File: config.mk
export PLATFORM = sky130hd
export DESIGN_NAME = timer_base_outputs
export DESIGN_NICKNAME = d
export VERILOG_FILES = /design/src/core/timer_base_pkg.sv /design/src/core/timer_base_outputs.sv
export SDC_FILE = /design/constraint.sdc
export NUM_CORES = 1
export LEC_CHECK = 0
export BUFFER_PORTS_ARGS = -buffer_cell sky130_fd_sc_hd__buf_2
export CORE_UTILIZATION = 36
export DETAILED_ROUTE_END_ITERATION = 12
export SLEW_MARGIN = 10
export SYNTH_ARGS = -nofsm -noshare
export SYNTH_HDL_FRONTEND = slang
export SYNTH_SLANG_ARGS = --single-unit
File: constraint.sdc
create_clock -name sys_clk -period 4.2 [get_ports sys_clk]
set_input_delay 0.63 -clock sys_clk [delete_from_list [all_inputs] [get_ports sys_clk]]
set_output_delay 0.63 -clock sys_clk [all_outputs]
set_load 0.01 [all_outputs]
File: src/core/timer_base_pkg.sv
// package: register map, reset values, field layouts and types for the timer base and complementary outputs
package timer_base_pkg;

  // ----------------------------------------------------------------
  // register offsets
  // ----------------------------------------------------------------
  localparam logic [7:0] OFS_COUNT    = 8'h24;
  localparam logic [7:0] OFS_PRESCALE = 8'h28;
  localparam logic [7:0] OFS_RELOAD   = 8'h2c;
  localparam logic [7:0] OFS_REPEAT   = 8'h30;
  localparam logic [7:0] OFS_OUTCTRL  = 8'h44;
  localparam logic [7:0] OFS_MODE     = 8'h48;
  localparam logic [7:0] OFS_EVTGEN   = 8'h4c;
  localparam logic [7:0] OFS_STATUS   = 8'h50;

  // ----------------------------------------------------------------
  // reset values
  // ----------------------------------------------------------------
  localparam logic [15:0] RST_COUNT    = 16'h0000;
  localparam logic [15:0] RST_PRESCALE = 16'h0000;
  localparam logic [15:0] RST_RELOAD   = 16'hffff;
  localparam logic [7:0]  RST_REPEAT   = 8'h00;
  localparam logic [7:0]  RST_DEADTIME = 8'h00;

  // ----------------------------------------------------------------
  // field positions
  // ----------------------------------------------------------------
  // output control word
  localparam int OC_PRI_EN   = 0;
  localparam int OC_PRI_POL  = 1;
  localparam int OC_CMP_EN   = 2;
  localparam int OC_CMP_POL  = 3;
  localparam int OC_PRI_IDLE = 4;
  localparam int OC_CMP_IDLE = 5;
  localparam int OC_RUN_OFF  = 6;
  localparam int OC_IDLE_OFF = 7;
  localparam int OC_MAIN_EN  = 8;
  localparam int OC_DT_LSB   = 16;
  // mode word
  localparam int MD_ENABLE   = 0;
  localparam int MD_DIR_DOWN = 1;
  localparam int MD_CENTER   = 2;
  // event generation word
  localparam int EG_UPDATE   = 0;

  typedef enum logic [2:0] {
    DT_IDLE = 3'b001,
    DT_WAIT = 3'b010,
    DT_DONE = 3'b100
  } idle_state_e;

  typedef struct packed {
    logic priOut;
    logic priDrive;
    logic cmpOut;
    logic cmpDrive;
  } pin_pair_s;

endpackage : timer_base_pkg

File: src/core/timer_base_outputs.sv
// module: timer time base with one complementary output pair, on an AHB-Lite slave
module timer_base_outputs
  import timer_base_pkg::*;
#(
  parameter int CNT_W = 16,
  parameter int REP_W = 8
) (
  // clock and reset
  input  wire logic        sys_clk,
  input  wire logic        sys_rst,
  // AHB-Lite slave
  input  wire logic        hsel,
  input  wire logic [31:0] haddr,
  input  wire logic [1:0]  htrans,
  input  wire logic        hwrite,
  input  wire logic [2:0]  hsize,
  input  wire logic [31:0] hwdata,
  input  wire logic        hready,
  output logic      [31:0] hrdata,
  output logic             hreadyout,
  output logic             hresp,
  // waveform in and pins out
  input  wire logic        reference_waveform,
  output pin_pair_s        pins,
  output logic             updateEvent
);

  // ----------------------------------------------------------------
  // bus slave
  // ----------------------------------------------------------------
  logic       wrPend;
  logic [7:0] wrAddr;
  logic       addrPhase;

  assign hreadyout = 1'b1;
  assign hresp     = 1'b0;
  assign addrPhase = hsel && hready && htrans[1];

  // writes land at the data-phase edge, when hwdata stands
  always_ff @(posedge sys_clk) begin
    if (sys_rst) begin
      wrPend <= 1'b0;
      wrAddr <= 8'h00;
    end else begin
      wrPend <= addrPhase && hwrite;
      if (addrPhase) begin
        wrAddr <= haddr[7:0];
      end
    end
  end

  logic wrCount;
  logic wrPresc;
  logic wrReload;
  logic wrRepeat;
  logic wrOut;
  logic wrMode;
  logic wrEvt;
  assign wrCount  = wrPend && (wrAddr == OFS_COUNT);
  assign wrPresc  = wrPend && (wrAddr == OFS_PRESCALE);
  assign wrReload = wrPend && (wrAddr == OFS_RELOAD);
  assign wrRepeat = wrPend && (wrAddr == OFS_REPEAT);
  assign wrOut    = wrPend && (wrAddr == OFS_OUTCTRL);
  assign wrMode   = wrPend && (wrAddr == OFS_MODE);
  assign wrEvt    = wrPend && (wrAddr == OFS_EVTGEN);

  // ----------------------------------------------------------------
  // software registers
  // ----------------------------------------------------------------
  logic [CNT_W-1:0] prescale_divider;
  logic [CNT_W-1:0] reload_value;
  logic [REP_W-1:0] repetition_setting;
  logic [8:0]       outCtrl;
  logic [7:0]       deadTime;
  logic [2:0]       mode;

  always_ff @(posedge sys_clk) begin
    if (sys_rst) begin
      prescale_divider   <= RST_PRESCALE;
      reload_value       <= RST_RELOAD;
      repetition_setting <= RST_REPEAT;
      outCtrl            <= '0;
      deadTime           <= RST_DEADTIME;
      mode               <= '0;
    end else begin
      if (wrPresc) prescale_divider <= hwdata[CNT_W-1:0];
      if (wrReload) reload_value <= hwdata[CNT_W-1:0];
      if (wrRepeat) repetition_setting <= hwdata[REP_W-1:0];
      if (wrOut) begin
        outCtrl  <= hwdata[8:0];
        deadTime <= hwdata[OC_DT_LSB+:8];
      end
      if (wrMode) mode <= hwdata[2:0];
    end
  end

  // ----------------------------------------------------------------
  // time base
  // ----------------------------------------------------------------
  logic [CNT_W-1:0] counter_value;
  logic [CNT_W-1:0] activePresc;
  logic [CNT_W-1:0] activeReload;
  logic [CNT_W-1:0] prescCount;
  logic [REP_W-1:0] repCount;
  logic             countDown;
  logic             tick;
  logic             wrap;
  logic             genUpdate;
  logic             repUpdate;

  assign genUpdate = wrEvt && hwdata[EG_UPDATE];
  // counter halts while the active reload value is zero
  assign tick = mode[MD_ENABLE] && (activeReload != '0) && (prescCount == activePresc);
  assign wrap = tick && (countDown ? (counter_value == '0) : (counter_value == activeReload));
  assign repUpdate = wrap && (repCount == '0);
  assign updateEvent = repUpdate || genUpdate;

  always_ff @(posedge sys_clk) begin
    if (sys_rst || !mode[MD_ENABLE] || tick) begin
      prescCount <= '0;
    end else begin
      prescCount <= prescCount + 1'b1;
    end
  end

  always_ff @(posedge sys_clk) begin
    if (sys_rst) begin
      activePresc  <= RST_PRESCALE;
      activeReload <= RST_RELOAD;
    end else if (updateEvent) begin
      activePresc  <= prescale_divider;
      activeReload <= reload_value;
    end
  end

  // a software write to the count wins over counting and over update generate
  always_ff @(posedge sys_clk) begin
    if (sys_rst) begin
      counter_value <= RST_COUNT;
      countDown     <= 1'b0;
    end else if (wrCount) begin
      counter_value <= hwdata[CNT_W-1:0];
    end else if (genUpdate) begin
      counter_value <= countDown ? activeReload : '0;
    end else if (tick) begin
      if (mode[MD_CENTER]) begin
        if (!countDown && counter_value == activeReload) begin
          countDown     <= 1'b1;
          counter_value <= counter_value - 1'b1;
        end else if (countDown && counter_value == '0) begin
          countDown     <= 1'b0;
          counter_value <= counter_value + 1'b1;
        end else begin
          counter_value <= countDown ? counter_value - 1'b1 : counter_value + 1'b1;
        end
      end else begin
        countDown <= mode[MD_DIR_DOWN];
        if (wrap) begin
          counter_value <= countDown ? activeReload : '0;
        end else begin
          counter_value <= countDown ? counter_value - 1'b1 : counter_value + 1'b1;
        end
      end
    end
  end

  // a generated update restarts the repetition count as well
  always_ff @(posedge sys_clk) begin
    if (sys_rst) begin
      repCount <= RST_REPEAT;
    end else if (genUpdate || repUpdate) begin
      repCount <= repetition_setting;
    end else if (wrap) begin
      repCount <= repCount - 1'b1;
    end
  end

  // ----------------------------------------------------------------
  // dead time and idle entry
  // ----------------------------------------------------------------
  logic        refPol;
  logic        refPrev;
  logic [7:0]  dtCount;
  logic        priDelayed;
  logic        cmpDelayed;
  idle_state_e idleState;
  logic        moe;
  logic        idle_off_state_select;
  logic        run_off_state_select;
  logic        ccE;
  logic        ccnE;
  logic        ccP;
  logic        ccnP;
  logic        oi;
  logic        oin;

  assign moe                   = outCtrl[OC_MAIN_EN];
  assign idle_off_state_select = outCtrl[OC_IDLE_OFF];
  assign run_off_state_select  = outCtrl[OC_RUN_OFF];
  assign ccE  = outCtrl[OC_PRI_EN];
  assign ccnE = outCtrl[OC_CMP_EN];
  assign ccP  = outCtrl[OC_PRI_POL];
  assign ccnP = outCtrl[OC_CMP_POL];
  assign oi   = outCtrl[OC_PRI_IDLE];
  assign oin  = outCtrl[OC_CMP_IDLE];
  assign refPol = reference_waveform;

  // each edge of the reference holds both outputs inactive for the dead time
  always_ff @(posedge sys_clk) begin
    if (sys_rst) begin
      refPrev    <= 1'b0;
      dtCount    <= 8'h00;
      priDelayed <= 1'b0;
      cmpDelayed <= 1'b0;
    end else begin
      refPrev <= refPol;
      if (refPol != refPrev) begin
        // a zero dead time passes the edge straight through
        dtCount    <= deadTime;
        priDelayed <= (deadTime == 8'h00) && refPol;
        cmpDelayed <= (deadTime == 8'h00) && !refPol;
      end else if (dtCount > 8'h01) begin
        dtCount <= dtCount - 1'b1;
      end else begin
        dtCount    <= 8'h00;
        priDelayed <= refPol;
        cmpDelayed <= ~refPol;
      end
    end
  end

  // idle levels wait out the dead time so the pair never overlaps on the way out
  logic [7:0] idleCount;
  always_ff @(posedge sys_clk) begin
    if (sys_rst || moe) begin
      idleState <= DT_IDLE;
      idleCount <= 8'h00;
    end else begin
      unique case (idleState)
        DT_IDLE: begin
          // the forced levels already count as the first dead-time cycle
          if (deadTime <= 8'h01) begin
            idleState <= DT_DONE;
          end else begin
            idleState <= DT_WAIT;
          end
          idleCount <= deadTime - 8'h02;
        end
        DT_WAIT: begin
          if (idleCount == 8'h00) idleState <= DT_DONE;
          else idleCount <= idleCount - 1'b1;
        end
        DT_DONE: idleState <= DT_DONE;
        default: idleState <= DT_IDLE;
      endcase
    end
  end

  // ----------------------------------------------------------------
  // output state table
  // ----------------------------------------------------------------
  pin_pair_s next_pins;
  always_comb begin
    next_pins = '0;
    if (moe) begin
      unique case ({ccE, ccnE})
        2'b00: next_pins = '{run_off_state_select & ccP, 1'b0, run_off_state_select & ccnP, 1'b0};
        2'b01: next_pins = '{run_off_state_select & ccP, run_off_state_select, refPol ^ ccnP, 1'b1};
        2'b10: next_pins = '{refPol ^ ccP, 1'b1, run_off_state_select & ccnP, run_off_state_select};
        2'b11: next_pins = '{priDelayed ^ ccP, 1'b1, cmpDelayed ^ ccnP, 1'b1};
      endcase
    end else if ({ccE, ccnE} == 2'b00) begin
      next_pins = '{ccP, idle_off_state_select, ccnP, idle_off_state_select};
    end else if ((idleState == DT_DONE) && ((ccP ^ oi) ^ (ccnP ^ oin))) begin
      next_pins = '{oi, idle_off_state_select, oin, idle_off_state_select};
    end else begin
      next_pins = '{ccP, idle_off_state_select, ccnP, idle_off_state_select};
    end
  end
  // the forced levels must appear without waiting for a clock edge
  assign pins = next_pins;

  // ----------------------------------------------------------------
  // read data
  // ----------------------------------------------------------------
  // captured in the address phase so it stands through the data phase
  always_ff @(posedge sys_clk) begin
    if (sys_rst) begin
      hrdata <= 32'h0000_0000;
    end else if (addrPhase && !hwrite) begin
      unique case (haddr[7:0])
        OFS_COUNT:    hrdata <= {16'h0000, counter_value};
        OFS_PRESCALE: hrdata <= {16'h0000, prescale_divider};
        OFS_RELOAD:   hrdata <= {16'h0000, reload_value};
        OFS_REPEAT:   hrdata <= {24'h00_0000, repetition_setting};
        OFS_OUTCTRL:  hrdata <= {8'h00, deadTime, 7'h00, outCtrl};
        OFS_MODE:     hrdata <= {29'h0000_0000, mode};
        OFS_STATUS:   hrdata <= {16'h0000, repCount, 4'h0, idleState, countDown};
        default:      hrdata <= 32'h0000_0000;
      endcase
    end
  end

endmodule : timer_base_outputs

# Word-level counts from Yosys, hierarchy flattened
# Cells that the tools add are included.
[word_totals] in_bits=75 wordCells=140 register_bits=196 output_inout_bits=39
[op_classes] n_addsub=7 order_cmp=2 n_eq_ne=27 muxes=31 n_reduce_logical=40 bitwise=12
[ops] cell="one-hot mux 24 bit (7 select lines)" n=1
[ops] cell="two-way mux 16 bit" n=9
[ops] cell="== test 8 x 6 -> 1 bit (second input constant)" n=8
[ops] cell="== test 8 x 7 -> 1 bit (second input constant)" n=6
[ops] cell="two-way mux 8 bit" n=5
[ops] cell="adder 16 x 1 -> 16 bit (second input constant)" n=2
[ops] cell="== test 16 bit" n=2
[ops] cell="logical NOT 8 bit" n=3
[ops] cell="subtractor 8 x 1 -> 8 bit (second input constant)" n=3
[ops] cell="logical AND 1 bit" n=21
[ops] cell="logical NOT 16 bit" n=1
[ops] cell="one-hot mux 4 bit (4 select lines)" n=1
[ops] cell="one-hot mux 8 bit (2 select lines)" n=1
[ops] cell="nonzero test 16 bit" n=1
[ops] cell="subtractor 16 x 1 -> 16 bit (second input constant)" n=1
[ops] cell="two-way mux 4 bit" n=3
[ops] cell="one-hot mux 3 bit (3 select lines)" n=1
[ops] cell="> comparator 8 x 1 -> 1 bit (second input constant)" n=1
[ops] cell="<= comparator 8 x 1 -> 1 bit (second input constant)" n=1
[ops] cell="two-way mux 1 bit" n=8
[ops] cell="subtractor 8 x 2 -> 8 bit (second input constant)" n=1
[ops] cell="XOR 1 bit" n=7
[ops] cell="two-way mux 3 bit" n=2
[ops] cell="!= test 2 bit (second input constant)" n=3
[ops] cell="other kinds (16)" n=27

# Longest topological paths before layout
# Gate-level depths: netlist of run 1.
[logic_depth] word_depth=9 ltp_mapped=13 depth_no_buf=11

# Least setup slack after synthesis of run 1
# OpenSTA, ideal clock, no wires.
[synth_path] path_type="register to output" startpoint="register counter_value[13]" endpoint="output port updateEvent" path_stages_with_launch=10 arrival_ps=2412 setup_slack_ps=1158 required_time_ps=3570 n_path_buf=3 cell_sequence="dfxtp_1 -> clkbuf_1 -> xor2_1 -> nor4_1 -> and4_1 -> a21oi_1 -> o31a_1 -> inv_1 -> clkbuf_1 -> clkbuf_1"
[synth_between] elab_chain_len=5 elab_cells_between_ends=6 classes_between="1 x eq/ne; 1 x mux; 4 x reduce/logical"
[synth_rtl] item="from (decl)" line_no="timer_base_outputs.sv:100" rtl="logic [CNT_W-1:0] counter_value;"
[synth_rtl] item="from (signal assigned)" line_no="timer_base_outputs.sv:142" rtl="counter_value <= hwdata[CNT_W-1:0];"
[synth_rtl] item="from (signal assigned)" line_no="timer_base_outputs.sv:144" rtl="counter_value <= countDown ? activeReload : '0;"
[synth_rtl] item="from (signal assigned)" line_no="timer_base_outputs.sv:149" rtl="counter_value <= counter_value - 1'b1;"
[synth_rtl] item="== test 16 bit / logical NOT 16 bit (equally long branches)" line_no="timer_base_outputs.sv:114" rtl="assign wrap = tick && (countDown ? (counter_value == '0) : (counter_value == activeReload));"
[synth_rtl] item="two-way mux 1 bit *" line_no="timer_base_outputs.sv:114"
[synth_rtl] item="logical AND 1 bit *" line_no="timer_base_outputs.sv:114"
[synth_rtl] item="logical AND 1 bit *" line_no="timer_base_outputs.sv:115" rtl="assign repUpdate = wrap && (repCount == '0);"
[synth_rtl] item="logical OR 1 bit *" line_no="timer_base_outputs.sv:116" rtl="assign updateEvent = repUpdate || genUpdate;"
[synth_rtl] item="to (decl)" line_no="timer_base_outputs.sv:25" rtl="output logic updateEvent"
# Every way passes the cells marked *; elsewhere a longest branch is shown, timed or not.

# Worst setup path after layout of run 1
[layout_path] startpoint="register counter_value[0]" endpoint="output port updateEvent"
# The elaborated chain is that of the path after synthesis.

==> impl_metrics.tcl, run 1 <==
set metrics [dict create \
    grt_max_degree 73 \
    dieArea_um2 28300 \
    p_leak_nw 4.39 \
    path_delay_family "buffers and inverters" \
    core_area_um2 27000 \
    ff_latch_area_um2 3760 \
    grt_pass1_wl_um 46900 \
    area_growth_pct 11.7 \
    die_w_um 168 \
    ir_drop_mv 0.265 \
    crit_fanout 20 \
    tightest_slew_ns 1.07 \
    final_common_cell "nand2_1" \
    drtAntennaViolNets 0 \
    dr.pass1.iters 6 \
    cts_max_level 4 \
    io_pins 114 \
    drtIter0Drc 800 \
    fillers 2788 \
    p_int_w 0.00286 \
    gp_congestion 0.893 \
    p_switching_w 0.00120 \
    drv_slew 0 \
    clk_latency_ns 0.45 \
    ctsResizeCount 0 \
    dp_hpwl_um 21500 \
    p_per_area_nw_per_um2 365 \
    cp_slowest_cell "dfxtp_1" \
    critPathKind "flip-flop to output pin" \
    rsz0062_at_grt "no" \
    ys_ff_latch 188 \
    wl_per_cell_um 18.3 \
    cpPeakStageDelay_ns 0.57 \
    fin_cells 1641 \
    antenna_found_initial 0 \
    drc 0 \
    post-route-period-util_pct 91.4 \
    crit_chain "inv_1, ha_1, nor3b_1, and3_1, and3_1, a21oi_1, o31a_1, buf_4, inv_1, buf_2" \
    clkPwrFrac_pct 41.3 \
    synth-edff-count 0 \
    path_buf_inv 4 \
    layout.nets 1372 \
    r2r-start "counter_value[0]$_SDFFE_PP0P_" \
    antennaDiodeCount 0 \
    swShare_pct 29.5 \
    synth_compound_area_share_pct 16.2 \
    via_per_inst 5.63 \
    period_needed_ns 3.84 \
    synth_cell_type_count 69 \
    portBuffers 67 \
    synth_simple_gate_area_share_pct 26.9 \
    seqPwrFrac_pct 46.7 \
    cts_tree "built" \
    max_freq_mhz 261 \
    tns_ns 0 \
    grtUsageTotal_pct 21.2 \
    synthArstFlopShare_pct 0 \
    p_comb_share_pct 12.0 \
    drt-total-wl_um 30100 \
    end_kind "output pin" \
    muxShareOfSynthArea_pct 5.30 \
    critPathArrivalTime_ns 3.21 \
    critPathLaunch "counter_value[0]$_SDFFE_PP0P_" \
    gr-total-overflow 0 \
    die_h_um 168 \
    skew_ns 0.0139 \
    synth_seq_area_share_pct 37.9 \
    first_global_vias 8396 \
    hold_path.class "primary input to flip-flop" \
    clock_path_buffers 2 \
    hold_buffers 0 \
    outcome "finished, final reports clean" \
    drive_gt1_share_pct 10.5 \
    start_util_pct 36.8 \
    final_util_pct 41.1 \
    cts_buffers 17 \
    vias 9240 \
    syn_avg_cell_area_um2 7.82 \
    setup_viol 0 \
    yosys_warnings 0 \
    hold_ws_ns 0.404 \
    syn_area_um2 9940 \
    synth_fa_ha_area_share_pct 1.26 \
    final_cell_mix "216 x nand2_1, 188 x dfxtp_1, 142 x nor2_1" \
    synth-xor-area-share_pct 7.22 \
    syn_inst 1272 \
    hold_viol_final 0 \
    critPathLaunchType "flip-flop" \
    synthFlopType "dfxtp_1" \
    root_buffer "clkbuf_16" \
    relSlewSlack_pct 28.8 \
    post-cts-setup-buffers 0 \
    cap_violations 0 \
    hold_start "hwdata[19]" \
    worstPathRequired_ns 3.57 \
    dp_cells 1609 \
    synth_top_family_by_area "simple AND/OR/NAND/NOR gates" \
    clk_pin_slew_ns 0.09 \
    clock_sinks 188 \
    multi_input_area_um2 5700 \
    rows 60 \
]
## tightest hold or removal path: cells and delay by family
kind,cells,cell delay [ns]
simple gates,1,0.07
mux,1,0.05
buf+inv,1,0.07
## cells in the mapped netlist (9+ instances only)
master,instances,area [um2]
xnor2_1,34,298
nand3_1,40,200
a31oi_1,9,56.3
inv_1,26,97.6
nand4_1,12,75.1
a22oi_1,51,383
mux2i_1,47,470
and3_1,12,75.1
nand3b_1,37,278
nor3_1,32,160
ha_1,10,125
nor4_1,16,100
nor2_1,143,537
nand2_1,216,811
o21ai_0,36,180
a21oi_1,82,410
dfxtp_1,188,3760
buf_4,10,75.1
xor2_1,48,420
clkbuf_1,80,300
a221o_1,9,90.1
## through the flow
stage	setup WS (ns)	area, um2	total power (W)
global placement	0.914	10500	0.00241
finish	0.363	11100	0.00405
global route	0.229	11100	0.00422
CTS	0.399	11100	0.00408
floorplan	1.16	9970	0.00231
detailed placement	0.884	10500	0.00241
## power groups by stage
stage               logic (W)  clock network, W  registers [W]
floorplan            0.000388                 0        0.00192
global placement     0.000476                 0        0.00193
detailed placement   0.000481                 0        0.00193
CTS                  0.000485           0.00170        0.00189
global route         0.000547           0.00177        0.00190
finish               0.000487           0.00167        0.00189
## final cells by class
| cell class | instances | area share (%) |
|---|---|---|
| repair buffers | 87 | 4.51 |
| well taps | 341 | 3.84 |
| flip-flops and latches | 188 | 33.9 |
| multi-input cells | 967 | 51.4 |
| clock inverters | 15 | 1.69 |
| inverters | 26 | 0.879 |
| clock buffers | 17 | 3.83 |
## path summary, 6_finish.rpt
path	slack, ns	end	cells after the start
worst max-delay path	0.36	updateEvent	10
worst min register to register	0.45	hrdata[23]$_SDFFE_PP0P_	2
worst min-delay path	0.40	deadTime[3]$_SDFFE_PP0P_	3
worst max register to register	0.76	repCount[3]$_SDFFE_PP0P_	13
## cells by family after synthesis
family / Yosys count
and+or+nand+nor: 566
AOI/OAI and AO/OA: 247
DFF: 188
buffers and inverters: 125
xor gates and xnor gates: 82
muxes: 52
adders and majority gates: 10
other: 2
## state kept, by name, summed over array words and instances (netlist names), 8 cells and up
signal,cells
repetition_setting,8
wrAddr,8
activePresc,16
idleCount,8
prescale_divider,16
dtCount,8
reload_value,16
counter_value,16
activeReload,16
prescCount,16
repCount,8
hrdata,24
deadTime,8
outCtrl,9
## layer usage
| layer | track usage [%] | vias up | share of wire [%] |
|---|---|---|---|
| li1 | - | 4467 | - |
| met1 | 30.0 | 4420 | 48 |
| met2 | 32.3 | 311 | 43 |
| met3 | 3.78 | 42 | 6.7 |
| met4 | 7.08 | 0 | 2.1 |
| met5 | 0 | - | 0 |
(Power assumes the default switching activity.)
==> run 2, diff against run 1 <==
--- a/config.mk
+++ b/config.mk
@@ -6,8 +6,13 @@
 export NUM_CORES = 1
 export LEC_CHECK = 0
 export BUFFER_PORTS_ARGS = -buffer_cell sky130_fd_sc_hd__buf_2
+export CELL_PAD_IN_SITES_DETAIL_PLACEMENT = 1
+export CELL_PAD_IN_SITES_GLOBAL_PLACEMENT = 1
 export CORE_UTILIZATION = 36
 export DETAILED_ROUTE_END_ITERATION = 12
+export PLACE_DENSITY_LB_ADDON = 0.1
+export RECOVER_POWER = 50
+export REMOVE_ABC_BUFFERS = 1
 export SLEW_MARGIN = 10
 export SYNTH_ARGS = -nofsm -noshare
 export SYNTH_HDL_FRONTEND = slang
==> run 2 against run 1 <==
Compared with the run above:
- the run now ends with max-capacitance violations, max-slew violations left
- sequential cell count is the same
- sequential power hardly changed
- global-route usage up 3.4 points
- fmax grew 2.2%
- final cell count increased by 0.30%
- design area shrank 0.55%
- via count up 0.61%
- largest cell class unchanged
- core utilization decreased by 0.23 points
==> impl_metrics.tcl, run 2 (synthesis results as in run 1) <==
set metrics [dict create \
    core_area_um2 27000 \
    hold_viol_final 0 \
    p_per_area_nw_per_um2 362 \
    ctsResizeCount 0 \
    outcome "finished, violations left" \
    tightest_slew_ns 2.30 \
    clock_sinks 188 \
    place_area_um2 10500 \
    critPathArrivalTime_ns 3.13 \
    critPathLaunchType "flip-flop" \
    ir_drop_mv 0.236 \
    worstPathRequired_ns 3.57 \
    layout.nets 1377 \
    portBuffers 67 \
    clk_pin_slew_ns 0.08 \
    drive_gt1_share_pct 8.58 \
    drtIter0Drc 578 \
    skew_ns 0.0170 \
    cts_buffers 17 \
    dr.pass1.iters 5 \
    first_global_vias 9375 \
    end_kind "output pin" \
    gp_congestion 0.852 \
    crit_fanout 12 \
    path_delay_family "simple AND/OR/NAND/NOR gates" \
    setup_viol 0 \
    fin_ws_ns 0.445 \
    hold_path.class "primary input to flip-flop" \
    critPathKind "flip-flop to output pin" \
    drc 0 \
    root_buffer "clkbuf_16" \
    final_cell_mix "216 x nand2_1, 188 x dfxtp_1, 143 x nor2_1" \
    final_common_cell "nand2_1" \
    top_register "hrdata" \
    hold_buffers 0 \
    die_w_um 168 \
    cpPeakStageDelay_ns 0.66 \
    die_h_um 168 \
    antennaDiodeCount 0 \
    dieArea_um2 28300 \
    final_util_pct 40.9 \
    hold_ws_ns 0.413 \
    io_pins 114 \
    drv_slew 119 \
    finalInstanceArea_um2 11000 \
    drt-total-wl_um 34000 \
    grt_max_degree 53 \
    largest_reg_flops 24 \
    relSlewSlack_pct -53.5 \
    max_freq_mhz 266 \
    grtUsageTotal_pct 24.6 \
    cp_slowest_cell "dfxtp_1" \
    area_growth_pct 11.0 \
    post-cts-setup-buffers 0 \
    tns_ns 0 \
    rows 60 \
    crit_chain "xor2_1, nor4_1, and4_1, a21oi_1, o31a_1, inv_1, buf_2" \
    rsz0062_at_grt "no" \
    failed_checks "max-capacitance violations, max-slew violations" \
    via_per_inst 5.65 \
    period_needed_ns 3.76 \
    gr-total-overflow 0 \
    path_buf_inv 2 \
    drtAntennaViolNets 0 \
    post-route-period-util_pct 89.4 \
    clk_latency_ns 0.44 \
    cap_violations 3 \
    antenna_found_initial 0 \
    place_ws_ns 0.805 \
    wl_per_cell_um 20.7 \
    clock_path_buffers 2 \
    start_util_pct 36.8 \
    grt_pass1_wl_um 53700 \
    vias 9296 \
    cts_tree "built" \
    p_leak_nw 4.28 \
    cts_max_level 4 \
    dp_hpwl_um 24400 \
]
==> run 2: cell types whose count changed in the layout (fill, tap and decap cells not counted), sizes merged <==
cell / delta
clkbuf: +29
clkinv: +1
buf: -24
clkinvlp: -1
==> run 2: tightest hold or removal path, cell delays in order <==
cell and delay [ns]:
buf_2 0.07, mux2i_1 0.05, nor2_1 0.07
==> run 2: layout make-up <==
cell class	instances	area, um2
clock buffer	17	425
clock inverter	15	146
fill	3333	16000
inverter	26	97.6
multi-input combinational	967	5700
sequential	188	3760
tap	341	427
timing repair buffer	92	483
==> run 2: final timing paths <==
check / startpoint / endpoint / slack, ns / depth (start not counted)
hold reg to reg: hrdata[21]$_SDFFE_PP0P_ / hrdata[21]$_SDFFE_PP0P_ / 0.46 / 2
hold / removal: hwdata[21] / deadTime[5]$_SDFFE_PP0P_ / 0.41 / 3
setup reg to reg: counter_value[0]$_SDFFE_PP0P_ / repCount[4]$_SDFFE_PP0P_ / 0.70 / 11
setup / recovery: counter_value[2]$_SDFFE_PP0P_ / updateEvent / 0.44 / 7
==> run 2: report_power, final <==
| group | switching, W | internal [W] | total [W] | leakage [nW] |
|---|---|---|---|---|
| Combinational | 0.000295 | 0.000199 | 0.000493 | 2.47 |
| Clock | 0.000817 | 0.000792 | 0.00161 | 0.285 |
| Sequential | 0.0000537 | 0.00184 | 0.00189 | 1.52 |
| Total | 0.00117 | 0.00283 | 0.00400 | 4.28 |
==> run 2: metal layers <==
metal / vias up / routed length (um) / track usage [%]
met5: - / 0 / 0
met4: 0 / 860 / 8.81
met3: 52 / 1350 / 3.34
met2: 205 / 15500 / 40.0
met1: 4576 / 16300 / 33.3
li1: 4463 / - / -
==> run 2: metrics by stage <==
stage               total power (W)  instances
finish                      0.00400       1646
global route                0.00418       1646
CTS                         0.00404       1646
detailed placement          0.00243       1614
global placement            0.00242       1614
floorplan                   0.00227       1181
==> run 3, diff against run 2 <==
--- a/config.mk
+++ b/config.mk
@@ -6,10 +6,11 @@
 export NUM_CORES = 1
 export LEC_CHECK = 0
 export BUFFER_PORTS_ARGS = -buffer_cell sky130_fd_sc_hd__buf_2
-export CELL_PAD_IN_SITES_DETAIL_PLACEMENT = 1
-export CELL_PAD_IN_SITES_GLOBAL_PLACEMENT = 1
-export CORE_UTILIZATION = 36
+export CELL_PAD_IN_SITES_DETAIL_PLACEMENT = 0
+export CELL_PAD_IN_SITES_GLOBAL_PLACEMENT = 2
+export CORE_UTILIZATION = 35
 export DETAILED_ROUTE_END_ITERATION = 12
+export MAX_ROUTING_LAYER = met4
 export PLACE_DENSITY_LB_ADDON = 0.1
 export RECOVER_POWER = 50
 export REMOVE_ABC_BUFFERS = 1
==> run 3 against run 2 <==
Compared with the run above:
- register-to-register slack gained 0.11 ns
- via count down 3.2%
- the run still ends with max-capacitance violations, max-slew violations left
- sequential cell count unchanged
- hold slack improved by 0.0069 ns
==> impl_metrics.tcl, run 3 (synthesis results as in run 1) <==
set metrics [dict create \
    dr.pass1.iters 5 \
    p_comb_share_pct 11.8 \
    ctsResizeCount 0 \
    outcome "finished, violations left" \
    dp_hpwl_um 23700 \
    p_switching_w 0.00107 \
    tns_ns 0 \
    drv_slew 116 \
    cts_tree "built" \
    failed_checks "max-capacitance violations, max-slew violations" \
    hold_buffers 0 \
    clk_pin_slew_ns 0.07 \
    drt-total-wl_um 33100 \
    core_area_um2 27900 \
    grtUsageTotal_pct 24.1 \
    tightest_slew_ns 1.67 \
    fillers 2913 \
    first_global_vias 8658 \
    root_buffer "clkbuf_16" \
    r2r-start "counter_value[0]$_SDFFE_PP0P_" \
    swShare_pct 25.9 \
    clock_path_buffers 2 \
    relSlewSlack_pct -11.0 \
    wl_per_cell_um 19.7 \
    critPathKind "primary input to flip-flop" \
    cap_violations 2 \
    crit_fanout 78 \
    period_needed_ns 3.54 \
    rsz0062_at_grt "no" \
    hold_start "hwdata[20]" \
    vias 9001 \
    via_per_inst 5.36 \
    die_w_um 171 \
    clk_latency_ns 0.44 \
    grt_util_met1_pct 32.3 \
    grt_pass1_wl_um 51600 \
    final_cell_mix "216 x nand2_1, 188 x dfxtp_1, 143 x nor2_1" \
    io_pins 114 \
    post-cts-setup-buffers 0 \
    critPathLaunch "sys_rst" \
    ir_drop_mv 0.261 \
    post-route-period-util_pct 84.4 \
    drtAntennaViolNets 0 \
    critPathArrivalTime_ns 3.83 \
    seqPwrFrac_pct 45.7 \
    drtIter0Drc 676 \
    drive_gt1_share_pct 7.84 \
    end_kind "flip-flop" \
    cts_max_level 4 \
    largest_reg_flops 24 \
    die_h_um 171 \
    area_growth_pct 11.8 \
    drc 0 \
    grt-busiest-layer "met2" \
    dieArea_um2 29100 \
    clock_sinks 188 \
    max_freq_mhz 282 \
    skew_ns 0.0156 \
    antenna_found_initial 1 \
    cts_buffers 17 \
    gr-usage-met3_pct 3.91 \
    gp_congestion 0.832 \
    met2_usage_pct 37.3 \
    critPathLaunchType "primary input" \
    p_leak_nw 4.27 \
    grt_max_degree 79 \
    portBuffers 67 \
    p_per_area_nw_per_um2 373 \
    hold_viol_final 0 \
    start_util_pct 35.7 \
    final_util_pct 39.9 \
    rows 61 \
    gr-total-overflow 0 \
    layout.nets 1373 \
    final_common_cell "nand2_1" \
    clkPwrFrac_pct 42.5 \
    worstPathRequired_ns 4.49 \
    top_register "hrdata" \
    setup_viol 0 \
    hold_path.class "primary input to flip-flop" \
    p_int_w 0.00307 \
]
-- run 3: final timing paths --
kind                               end  slack [ns]  cells past startpoint
max          idleState[1]$_SDFFE_PP0P_        0.66                      4
min           deadTime[4]$_SDFFE_PP0P_        0.42                      3
max reg2reg   repCount[2]$_SDFFE_PP0P_        0.81                     11
min reg2reg    hrdata[17]$_SDFFE_PP0P_        0.45                      2
-- run 3: area by class of cell --
| cell class | count | area [um2] | share of cell area, % |
|---|---|---|---|
| Antenna cell | 1 | 2.50 | 0.0225 |
| Clock buffer | 22 | 464 | 4.18 |
| Clock inverter | 10 | 163 | 1.46 |
| Inverter | 26 | 97.6 | 0.878 |
| Multi-Input combinational cell | 967 | 5700 | 51.3 |
| Sequential cell | 188 | 3760 | 33.9 |
| Tap cell | 378 | 473 | 4.26 |
| Timing Repair Buffer | 88 | 449 | 4.04 |
-- run 3: worst max-delay path, stage by stage --
cell	delay, ns
clkbuf_2	1.15
clkbuf_1	1.29
or2_0	0.56
nor3_1	0.12
-- run 3: layer usage --
layer  vias to the layer above  routed length [um]
met5                         -                   0
met4                         0                 573
li1                       4459                   -
met1                      4310               16200
met2                       195               14900
met3                        37                1410
-- run 3: stage by stage --
stage | hold slack, ns | instances | area [um2] | setup WS (ns) | total power (W)
detailed placement | 0.442 | 1647 | 10500 | 0.848 | 0.00243
global route | 0.416 | 1680 | 11100 | 0.416 | 0.00434
CTS | 0.408 | 1679 | 11200 | 0.651 | 0.00419
floorplan | 0.438 | 1181 | 9560 | 0.469 | 0.00227
finish | 0.420 | 1680 | 11100 | 0.656 | 0.00415
global placement | 0.437 | 1647 | 10500 | 0.841 | 0.00243
-- run 3: power groups by stage --
stage,Combinational [W],Sequential [W],Clock (W)
after floorplan,0.000350,0.00192,0
after global placement,0.000493,0.00193,0
after detailed placement,0.000491,0.00193,0
after CTS,0.000493,0.00189,0.00181
after global routing,0.000554,0.00190,0.00188
final,0.000488,0.00189,0.00176
